[config.mk]
export PLATFORM = sky130hd
export DESIGN_NAME = dssl_status_length
export DESIGN_NICKNAME = d
export VERILOG_FILES = /design/src/rtl/dssl_status_length.v
export VERILOG_INCLUDE_DIRS = /design/src /design/src/rtl
export SDC_FILE = /design/constraint.sdc
export NUM_CORES = 1
export LEC_CHECK = 0
export ABC_AREA = 0
export ABC_CLOCK_PERIOD_IN_PS = 2000
export BUFFER_PORTS_ARGS = -buffer_cell sky130_fd_sc_hd__buf_2
export CAP_MARGIN = 20
export CORE_ASPECT_RATIO = 0.9
export CORE_MARGIN = 8
export CORE_UTILIZATION = 35
export DETAILED_ROUTE_END_ITERATION = 16
export PLACE_DENSITY = 0.66
export SYNTH_ARGS = -nofsm -noshare
export SYNTH_HDL_FRONTEND = slang
export SYNTH_SLANG_ARGS = --single-unit
[constraint.sdc]
create_clock -name hclk -period 2 [get_ports hclk]
set_clock_uncertainty 0.05 [all_clocks]
set_input_delay 0.4 -clock hclk [delete_from_list [all_inputs] [get_ports hclk]]
set_output_delay 0.4 -clock hclk [all_outputs]
set_load 0.01 [all_outputs]
[src/rtl/dssl_defs.vh]
// Register map, field positions and reset values of the debug service block
`ifndef DSSL_DEFS_VH
`define DSSL_DEFS_VH

// Byte offsets
`define DSSL_OFS_CTRL      6'h00
`define DSSL_OFS_STATUS    6'h04
`define DSSL_OFS_CLEAR     6'h08
`define DSSL_OFS_IRQ_MASK  6'h0C
`define DSSL_OFS_LENGTH    6'h10
`define DSSL_OFS_IRQ_STAT  6'h14

// Status register fields
`define DSSL_SR_BUS_ERROR_FLAG       2
`define DSSL_SR_FAIL       3
`define DSSL_SR_LCK        4
`define DSSL_SR_EN         8
`define DSSL_SR_SECURITY_LOCKDOWN_FLAG       9
`define DSSL_SR_DBG        10
`define DSSL_SR_STATE_LO   24
`define DSSL_SR_STATE_HI   26

// Control register fields
`define DSSL_CTRL_ACTIVATE_BIT         0

// Interrupt status fields
`define DSSL_IRQ_BUS_ERROR_FLAG      0
`define DSSL_IRQ_FAIL      1
`define DSSL_IRQ_LCK       2
`define DSSL_IRQ_DONE      3
`define DSSL_IRQ_W         4

// State codes
`define DSSL_ST_IDLE       3'h0
`define DSSL_ST_ERASE      3'h1
`define DSSL_ST_CRC        3'h2
`define DSSL_ST_UPAGE      3'h3

// Reset values
`define DSSL_LENGTH_RST    32'h00000000
`define DSSL_MASK_RST      4'h0

`endif

[src/rtl/dssl_status_length.v]
// Status, length, interrupt and AHB-Lite register slave of the debug service
// What this block does
// - Three-bit state: idle, erase, CRC32, user page read; 4-7 never shown.
// - Debugger-present bit goes to one after a falling edge on the test clock.
// - Lockdown bit shows protection; only a finished chip erase clears it.
// - With enable bit low, writes other than control are ignored.
// - Operation refused by protection sets the sticky lock-violation flag.
// - Failed operation sets sticky failure flag until cleared.
// - Inaccessible memory range sets the sticky bus-error flag.
// - Length register resets to zero; its two low bits always read zero.
//
// The AHB-Lite interface to the registers was decided locally.
`default_nettype none
`include "dssl_defs.vh"

module dssl_status_length #(
	parameter LEN_W = 32
) (
	input  wire        hclk,
	input  wire        hresetn,
	// AHB-Lite slave port
	input  wire        hsel,
	input  wire [31:0] haddr,
	input  wire [1:0]  htrans,
	input  wire        hwrite,
	input  wire [2:0]  hsize,
	input  wire [31:0] hwdata,
	input  wire        hready,
	output reg  [31:0] hrdata,
	output wire        hreadyout,
	output wire        hresp,
	// Test clock pin and operation engine strobes
	input  wire        tck_in,
	input  wire        op_start,
	input  wire [1:0]  op_kind,
	input  wire        op_done,
	input  wire        op_abort,
	input  wire        op_fail,
	input  wire        op_bus_err,
	input  wire        protect_set,
	// Towards the operation engine and the core
	output wire        ctrl_activate_bit,
	output wire [LEN_W-1:0] transfer_length,
	output wire        op_go,
	output reg  [2:0]  op_state,
	output wire        irq
);

	// One-hot engine states
	localparam [3:0] S_IDLE  = 4'b0001;
	localparam [3:0] S_ERASE = 4'b0010;
	localparam [3:0] S_CRC   = 4'b0100;
	localparam [3:0] S_UPAGE = 4'b1000;

	reg [3:0]        state;
	reg [3:0]        next_state;
	reg              en;
	reg              debugger_present;
	reg              tck_q;
	reg              security_lockdown_flag;
	reg [LEN_W-1:0]  len;
	reg [`DSSL_IRQ_W-1:0] irq_mask;
	reg              next_en;
	reg [LEN_W-1:0]  next_len;
	reg [`DSSL_IRQ_W-1:0] next_mask;
	reg [31:0]       next_rdata;
	reg [31:0]       status_word;
	reg              dp_wr;
	reg [5:0]        dp_addr;

	// Sticky flags and their events
	wire             lock_violation;
	wire             fail_flag;
	wire             bus_error_flag;
	wire             fail_ev;
	wire             bus_error_flag_ev;
	wire [`DSSL_IRQ_W-1:0] irq_stat;
	wire [`DSSL_IRQ_W-1:0] irq_set;
	wire [`DSSL_IRQ_W-1:0] irq_clr;

	// Bus decode
	wire             bus_take;
	wire             wr_ok;
	wire             sel_ctrl;
	wire             sel_clear;
	wire             sel_mask;
	wire             sel_len;
	wire             sel_irq;
	wire             refused;
	wire             accepted;
	wire             op_end;
	wire             clr_wr;

	assign hreadyout = 1'b1;
	assign hresp     = 1'b0;
	assign bus_take  = hsel & hready & htrans[1];
	assign ctrl_activate_bit = en;
	assign transfer_length   = len;

	// Requests are refused while protected, except a chip erase
	assign refused  = op_start & state[0] & security_lockdown_flag &
		(op_kind != 2'b01);
	assign accepted = op_start & state[0] & en & ~refused;
	assign op_go    = accepted;
	assign op_end   = ~state[0] & (op_done | op_abort);
	assign wr_ok    = dp_wr & en;
	assign fail_ev  = ~state[0] & op_fail;
	assign bus_error_flag_ev  = ~state[0] & op_bus_err;

	// Data phase register selects
	assign sel_ctrl  = (dp_addr == `DSSL_OFS_CTRL);
	assign sel_clear = (dp_addr == `DSSL_OFS_CLEAR);
	assign sel_mask  = (dp_addr == `DSSL_OFS_IRQ_MASK);
	assign sel_len   = (dp_addr == `DSSL_OFS_LENGTH);
	assign sel_irq   = (dp_addr == `DSSL_OFS_IRQ_STAT);
	assign clr_wr    = wr_ok & sel_clear;

	// Interrupt events {done, lock, fail, bus error}; write one clears
	assign irq_set = {op_end, refused, fail_ev, bus_error_flag_ev};
	assign irq_clr = (wr_ok & sel_irq) ? hwdata[`DSSL_IRQ_W-1:0] :
		{`DSSL_IRQ_W{1'b0}};

	// Address phase capture
	always @(posedge hclk or negedge hresetn) begin
		if (!hresetn) begin
			dp_wr   <= 1'b0;
			dp_addr <= 6'h00;
		end else begin
			dp_wr   <= bus_take & hwrite;
			dp_addr <= {haddr[5:2], 2'b00};
		end
	end

	// Next engine state
	always @* begin
		next_state = state;
		case (state)
			S_IDLE: begin
				if (accepted) begin
					case (op_kind)
						2'b01:   next_state = S_ERASE;
						2'b10:   next_state = S_CRC;
						2'b11:   next_state = S_UPAGE;
						default: next_state = S_IDLE;
					endcase
				end
			end
			S_ERASE, S_CRC, S_UPAGE: begin
				if (op_done | op_abort)
					next_state = S_IDLE;
			end
			default: next_state = S_IDLE;
		endcase
	end

	// Engine state and reported code
	always @(posedge hclk or negedge hresetn) begin
		if (!hresetn) begin
			state    <= S_IDLE;
			op_state <= `DSSL_ST_IDLE;
		end else begin
			state <= next_state;
			case (next_state)
				S_ERASE: op_state <= `DSSL_ST_ERASE;
				S_CRC:   op_state <= `DSSL_ST_CRC;
				S_UPAGE: op_state <= `DSSL_ST_UPAGE;
				default: op_state <= `DSSL_ST_IDLE;
			endcase
		end
	end

	// Debugger detection on test clock falling edge
	always @(posedge hclk or negedge hresetn) begin
		if (!hresetn) begin
			tck_q            <= 1'b0;
			debugger_present <= 1'b0;
		end else begin
			tck_q <= tck_in;
			if (tck_q & ~tck_in)
				debugger_present <= 1'b1;
		end
	end

	// Protection: set by source, cleared only by completed erase
	always @(posedge hclk or negedge hresetn) begin
		if (!hresetn) begin
			security_lockdown_flag <= 1'b0;
		end else if (protect_set) begin
			security_lockdown_flag <= 1'b1;
		end else if (state[1] & op_done) begin
			security_lockdown_flag <= 1'b0;
		end
	end

	// Lock violation: a refused request sets it, write one clears it
	dssl_sticky dssl_sticky_lck (
		.hclk    (hclk),
		.hresetn (hresetn),
		.set_ev  (refused),
		.clr_ev  (clr_wr & hwdata[`DSSL_SR_LCK]),
		.flag    (lock_violation)
	);

	// Failure: a failing operation sets it; idle strobes are ignored
	dssl_sticky dssl_sticky_fail (
		.hclk    (hclk),
		.hresetn (hresetn),
		.set_ev  (fail_ev),
		.clr_ev  (clr_wr & hwdata[`DSSL_SR_FAIL]),
		.flag    (fail_flag)
	);

	// Bus error: part of the range could not be reached
	dssl_sticky dssl_sticky_bus_error_flag (
		.hclk    (hclk),
		.hresetn (hresetn),
		.set_ev  (bus_error_flag_ev),
		.clr_ev  (clr_wr & hwdata[`DSSL_SR_BUS_ERROR_FLAG]),
		.flag    (bus_error_flag)
	);

	// Next values of control, length and mask; length and mask writes need enable
	always @* begin
		next_en   = en;
		next_len  = len;
		next_mask = irq_mask;
		if (dp_wr & sel_ctrl)
			next_en = hwdata[`DSSL_CTRL_ACTIVATE_BIT];
		if (wr_ok & sel_len)
			next_len = {hwdata[LEN_W-1:2], 2'b00};
		if (wr_ok & sel_mask)
			next_mask = hwdata[`DSSL_IRQ_W-1:0];
	end

	// Control, length and mask registers
	always @(posedge hclk or negedge hresetn) begin
		if (!hresetn) begin
			en       <= 1'b0;
			len      <= `DSSL_LENGTH_RST;
			irq_mask <= `DSSL_MASK_RST;
		end else begin
			en       <= next_en;
			len      <= next_len;
			irq_mask <= next_mask;
		end
	end

	// Interrupt status bit: bus error event
	dssl_sticky dssl_sticky_irq0 (
		.hclk    (hclk),
		.hresetn (hresetn),
		.set_ev  (irq_set[`DSSL_IRQ_BUS_ERROR_FLAG]),
		.clr_ev  (irq_clr[`DSSL_IRQ_BUS_ERROR_FLAG]),
		.flag    (irq_stat[`DSSL_IRQ_BUS_ERROR_FLAG])
	);

	// Interrupt status bit: failure event
	dssl_sticky dssl_sticky_irq1 (
		.hclk    (hclk),
		.hresetn (hresetn),
		.set_ev  (irq_set[`DSSL_IRQ_FAIL]),
		.clr_ev  (irq_clr[`DSSL_IRQ_FAIL]),
		.flag    (irq_stat[`DSSL_IRQ_FAIL])
	);

	// Interrupt status bit: lock violation event
	dssl_sticky dssl_sticky_irq2 (
		.hclk    (hclk),
		.hresetn (hresetn),
		.set_ev  (irq_set[`DSSL_IRQ_LCK]),
		.clr_ev  (irq_clr[`DSSL_IRQ_LCK]),
		.flag    (irq_stat[`DSSL_IRQ_LCK])
	);

	// Interrupt status bit: operation finished or aborted
	dssl_sticky dssl_sticky_irq3 (
		.hclk    (hclk),
		.hresetn (hresetn),
		.set_ev  (irq_set[`DSSL_IRQ_DONE]),
		.clr_ev  (irq_clr[`DSSL_IRQ_DONE]),
		.flag    (irq_stat[`DSSL_IRQ_DONE])
	);

	// Level interrupt while any unmasked status bit is set
	assign irq = |(irq_stat & irq_mask);

	// Status word assembly; reserved bits read zero
	always @* begin
		status_word = 32'h00000000;
		status_word[`DSSL_SR_STATE_HI:`DSSL_SR_STATE_LO] = op_state;
		status_word[`DSSL_SR_DBG]  = debugger_present;
		status_word[`DSSL_SR_SECURITY_LOCKDOWN_FLAG] = security_lockdown_flag;
		status_word[`DSSL_SR_EN]   = en;
		status_word[`DSSL_SR_LCK]  = lock_violation;
		status_word[`DSSL_SR_FAIL] = fail_flag;
		status_word[`DSSL_SR_BUS_ERROR_FLAG] = bus_error_flag;
	end

	// Read data selection for the address phase being taken
	always @* begin
		case ({haddr[5:2], 2'b00})
			`DSSL_OFS_CTRL:     next_rdata = {31'h00000000, en};
			`DSSL_OFS_STATUS:   next_rdata = status_word;
			`DSSL_OFS_IRQ_MASK: next_rdata = {28'h0000000, irq_mask};
			`DSSL_OFS_LENGTH:   next_rdata = len;
			`DSSL_OFS_IRQ_STAT: next_rdata = {28'h0000000, irq_stat};
			default:            next_rdata = 32'h00000000;
		endcase
	end

	// Read data registered so it stands through the data phase
	always @(posedge hclk or negedge hresetn) begin
		if (!hresetn) begin
			hrdata <= 32'h00000000;
		end else if (bus_take & ~hwrite) begin
			hrdata <= next_rdata;
		end
	end

endmodule

// Sticky flag cell: an event sets it, a write of one clears it
module dssl_sticky (
	input  wire hclk,
	input  wire hresetn,
	input  wire set_ev,
	input  wire clr_ev,
	output reg  flag
);

	// A set in the clear cycle is kept so no event is lost
	always @(posedge hclk or negedge hresetn) begin
		if (!hresetn) begin
			flag <= 1'b0;
		end else if (set_ev) begin
			flag <= 1'b1;
		end else if (clr_ev) begin
			flag <= 1'b0;
		end
	end

endmodule
`default_nettype wire

# Yosys cells after proc, flatten, opt, wreduce, memory -nomap -nowiden
# Cells that the tools add are included.
classes:
  n_eq_ne: 19
  mux: 23
  bitwise_logic: 29
  n_reduce_logical: 12
ops:
  columns: ["op", "n"]
  rows:
  - ["$pmux 32 s5", 1]
  - ["$eq 4x3->1 const B", 6]
  - ["$and 1x1->1", 23]
  - ["$eq 4x2->1 const B", 5]
  - ["$mux 1", 16]
  - ["$reduce_bool 2->1", 8]
  - ["$mux 4", 3]
  - ["$pmux 4 s3", 1]
  - ["$eq 4x1->1 const B", 2]
  - ["$eq 4x4->1 const B", 2]
  - ["$pmux 4 s2", 1]
  - ["$logic_not 6->1", 1]
  - ["$pmux 2 s3", 1]
  - ["$and 4x4->4", 1]
  - ["$eq 2x2->1 const B", 2]
  - ["$logic_not 4->1", 1]
  - ["$not 1->1", 4]
  - ["$reduce_or 4->1", 1]
  - ["$reduce_or 3->1", 1]
  - ["$eq 2x1->1 const B", 1]
  - ["$ne 2x1->1 const B", 1]
  - ["$or 1x1->1", 1]
totals:
  reg_bits: 89
  out_inout_bits: 72
  elab_cells: 101

# Logic depth before layout (Yosys ltp)
depth:
  ltp_word: 9
  ltp_mapped: 4
  mapped_depth_nobuf: 3

# Cells and area by module
# From an unflattened synthesis, not the netlist that was laid out.
unflattened:
  hier_cells: 323
  area_unflattened_um2: 3846.2
by_module_without_submodules:
  columns: ["module", "n_inst", "cells_per_inst", "area_per_inst_um2", "seq_area_each_um2"]
  rows:
  - ["dssl_status_length", 1, 302, 3592.2, 2028.2]
  - ["dssl_sticky", 7, 3, 36.3, 25.0]

# Worst setup path before layout
# Ideal clock, no wire load.
synth_timing:
  path_type: "reg2reg"
  start: "register dp_addr[5]"
  end: "register len[10] (netlist: transfer_length[10])"
  arrival_ns: 1.440
  required_time_ns: 1.823
  slack_ns: 0.383
  stages_incl_launch_ff: 5
  path_buffers: 1
  cell_sequence: "dfrtp_1 -> nand4bb_4 -> or3b_4 -> buf_6 -> mux2_1"
synth_between:
  elab_chain_cells: 2
synth_rtl:
  columns: ["element", "line_no", "source"]
  rows:
  - ["start: declaration", "dssl_status_length.v:69", "reg [5:0] dp_addr;"]
  - ["start signal: assignment", "dssl_status_length.v:130", "dp_addr <= {haddr[5:2], 2'b00};"]
  - ["$eq 4x3->1 (no source line)", null, null]
  - ["$and 1x1->1", "dssl_status_length.v:229", "if (wr_ok & sel_len)"]
  - ["end signal: assignment", "dssl_status_length.v:239", "len <= `DSSL_LENGTH_RST;"]
  - ["end signal: assignment", "dssl_status_length.v:243", "len <= next_len;"]
  - ["end: declaration", "dssl_status_length.v:61", "reg [LEN_W-1:0] len;"]
# Every way passes these cells.
# A chain may end at the register's enable or synchronous reset.

# Worst setup path after layout
layout_timing:
  start: "register dp_addr[5]"
  end: "register len[27] (netlist: transfer_length[27])"
# Same word-level chain as after synthesis.

==> results.yml <==
worst_setup_path:
  rr_worst_depth: 3
  end_kind: "flip-flop"
  cp_data_arrival_time_ns: 2.02
  crit_type: "reg2reg"
  worstPathRequired_ns: 2.16
  reg2reg_from: "dp_addr[5]$_DFF_PN0_"
  r2r_slack_ns: 0.14
  reg2reg_to: "transfer_length[27]$_DFFE_PN0P_"
  crit_path_start_kind: "flip-flop"
  worstPathMaxFanout: 30
global_route:
  grt_pass1_vias: 3082
  overflow: 0
  grt_start_max_net_pins: 41
  grt_usage: 0.139
  grt_antenna_before_repair: 1
  grt_pass1_wl_mm: 16.1
synth:
  synth-seq-cells: 88
  async_flop_share: 1.00
  seq_area_frac_synth: 0.590
  synthCells: 325
  synth_flop_cell: "dfrtp_1"
  synth.avg_cell_area_um2: 11.5
  ys_warn_count: 0
  synth_edf_count: 0
  syn_area_mm2: 0.00374
  synth_cell_types: 43
min_path:
  hold_end: "tck_q$_DFF_PN0_"
  hp-class: "in2reg"
  hold_start: "tck_in"
  hold-path-cell-count: 1
sta:
  relSlewSlack: 0.645
  min_period_ns: 1.86
  maxSlewViolCount: 0
  setup_viol: 0
  fin_ws_ns: 0.139
  setup_tns_ns: 0
  fmax_mhz: 537
  hold_viol: 0
  finalCritPeriodShare: 0.931
  worst_pin_slew_ns: 0.533
  rsz0062_at_grt: "no"
layout:
  layout_commonest_cell: "buf_2"
  final_cell_mix: "buf_2, dfrtp_1, nand2_1, mux2_1, o21ai_0"
  drive_above_1_share: 0.339
  diodes: 0
  syn2layout_area_growth_pct: 28.8
  nets: 527
  nFillCells: 975
  design_area_mm2: 0.00481
pwr:
  power_per_cell_area_mw_per_mm2: 844
  p_leak_nw: 2.28
  ir_worst_vdd_v: 0.000589
clock_tree:
  cts-root-buf: "clkbuf_16"
  cts_hold_buf: 1
  clkTransAtPathRegs_ns: 0.06
  cts_repair_resize_count: 0
  cts_tree: "yes"
  numCtsBuffers: 9
  insertion_delay_ns: 0.34
  clock_path_buffers: 2
  cts_sinks: 88
  cts_max_level: 3
  postCtsSetupRepairBufs: 0
placed_design:
  pre_cts_slack_ns: 0.108
  place_hpwl_mm: 7.05
  numPortBuffers: 117
  placed_cell_area_mm2: 0.00448
  gp_congestion: 0.828
run_status:
  status: "finished, final reports clean"
floorplan:
  dieArea_mm2: 0.0142
  boundaryPins: 155
  start_util: 0.362
  rows: 35
  core_area_mm2: 0.0103
  die_height_um: 114
  dieWidth_um: 125
detailed_routing:
  drt_iter0_markers: 145
  remaining_drc_errors: 0
  antenna_left: 0
  vias_per_cell: 4.97
  wl_per_cell_um: 16.6
  drt-pass1-iter-count: 5
  routed_wl_mm: 9.59
  vias: 2874
job:
  maxCapViolations: 0
per-layer routing:
layer | track usage | routed length [um]
met4 | 0.0389 | 105
met1 | 0.176 | 4260
met5 | 0 | 13
met2 | 0.211 | 4350
met3 | 0.0602 | 859
per-stage QoR:
stage	hold WS (ns)	util	std cells	power (mW)
6_report	0.152	0.466	578	4.06
5_1_grt	0.138	0.466	578	4.24
4_1_cts	0.134	0.466	578	4.13
3_5_place_dp	0.336	0.434	561	2.31
3_3_place_gp	0.340	0.434	561	2.30
2_1_floorplan	0.0544	-	328	2.09
cell type report:
cell class	instances	area [um2]	share of cell area
Timing Repair Buffer	126	696	0.145
Clock buffer	9	225	0.0468
Tap cell	129	161	0.0335
Sequential cell	88	2200	0.458
Multi-Input combinational cell	216	1420	0.295
Inverter	3	11.3	0.00234
Clock inverter	7	95.1	0.0198
critical path: stages (launching register included):
cell,delay (ns)
dfrtp_1,0.39
nand4bb_4,0.27
or3b_4,0.63
mux2_1,0.39
registers in the layout, indices dropped and copies added, names as in the netlist, 2 cells and up:
name and cells:
dp_addr 4, op_state 2, irq_mask 4, state 4, transfer_length 30, hrdata 32
Yosys cell counts (all sizes together), types with 2 or more instances:
| cell type | count | area, um2 |
|---|---|---|
| a211o | 2 | 17.5 |
| a21o | 2 | 15.0 |
| a21oi | 8 | 40.0 |
| a22oi | 8 | 60.1 |
| a32o | 3 | 30.0 |
| and4b | 2 | 20.0 |
| buf | 9 | 76.3 |
| clkbuf | 12 | 45.0 |
| conb | 2 | 7.51 |
| dfrtp | 87 | 2180 |
| inv | 3 | 11.3 |
| mux2 | 35 | 394 |
| mux2i | 2 | 20.0 |
| nand2 | 61 | 229 |
| nand2b | 7 | 43.8 |
| nand3 | 5 | 25.0 |
| nand3b | 5 | 37.5 |
| nand4bb | 3 | 50.1 |
| nor2 | 5 | 18.8 |
| nor2b | 6 | 37.5 |
| nor3 | 3 | 15.0 |
| nor4b | 2 | 23.8 |
| o21ai | 31 | 155 |
| o22ai | 3 | 18.8 |
| o31ai | 6 | 45.0 |
| or2 | 2 | 12.5 |
worst max path at each step:
stage,start,endpoint,slack (ns),depth (start not counted)
6_report,dp_addr[5]$_DFF_PN0_,transfer_length[27]$_DFFE_PN0P_,0.14,3
5_1_grt,state[0]$_DFF_PN1_,op_go,0.03,3
4_1_cts,dp_addr[5]$_DFF_PN0_,transfer_length[29]$_DFFE_PN0P_,0.11,3
3_5_place_dp,dp_addr[5]$_DFF_PN0_,transfer_length[2]$_DFFE_PN0P_,0.11,3
2_1_floorplan,dp_addr[5]$_DFF_PN0_,transfer_length[10]$_DFFE_PN0P_,0.38,4
3_3_place_gp,dp_addr[5]$_DFF_PN0_,transfer_length[16]$_DFFE_PN0P_,0.17,3
kinds of logic (layout without fill, tap and decap cells):
| logic type | Yosys count | count (layout) | share of synthesized area |
|---|---|---|---|
| simple gates | 108 | 108 | 0.153 |
| flops | 88 | 88 | 0.590 |
| compound gates | 65 | 65 | 0.107 |
| mux | 37 | 37 | 0.111 |
| buf+inv | 24 | 145 | 0.0355 |
| other cells | 2 | 5 | 0.00201 |
| xor+xnor | 1 | 1 | 0.00234 |
power by group:
part,switching [mW],internal [mW],leakage (nW)
sequential,0.0512,1.86,1.10
clock,0.698,1.10,0.156
combinational,0.206,0.155,1.02
(Power assumes the default switching activity.)
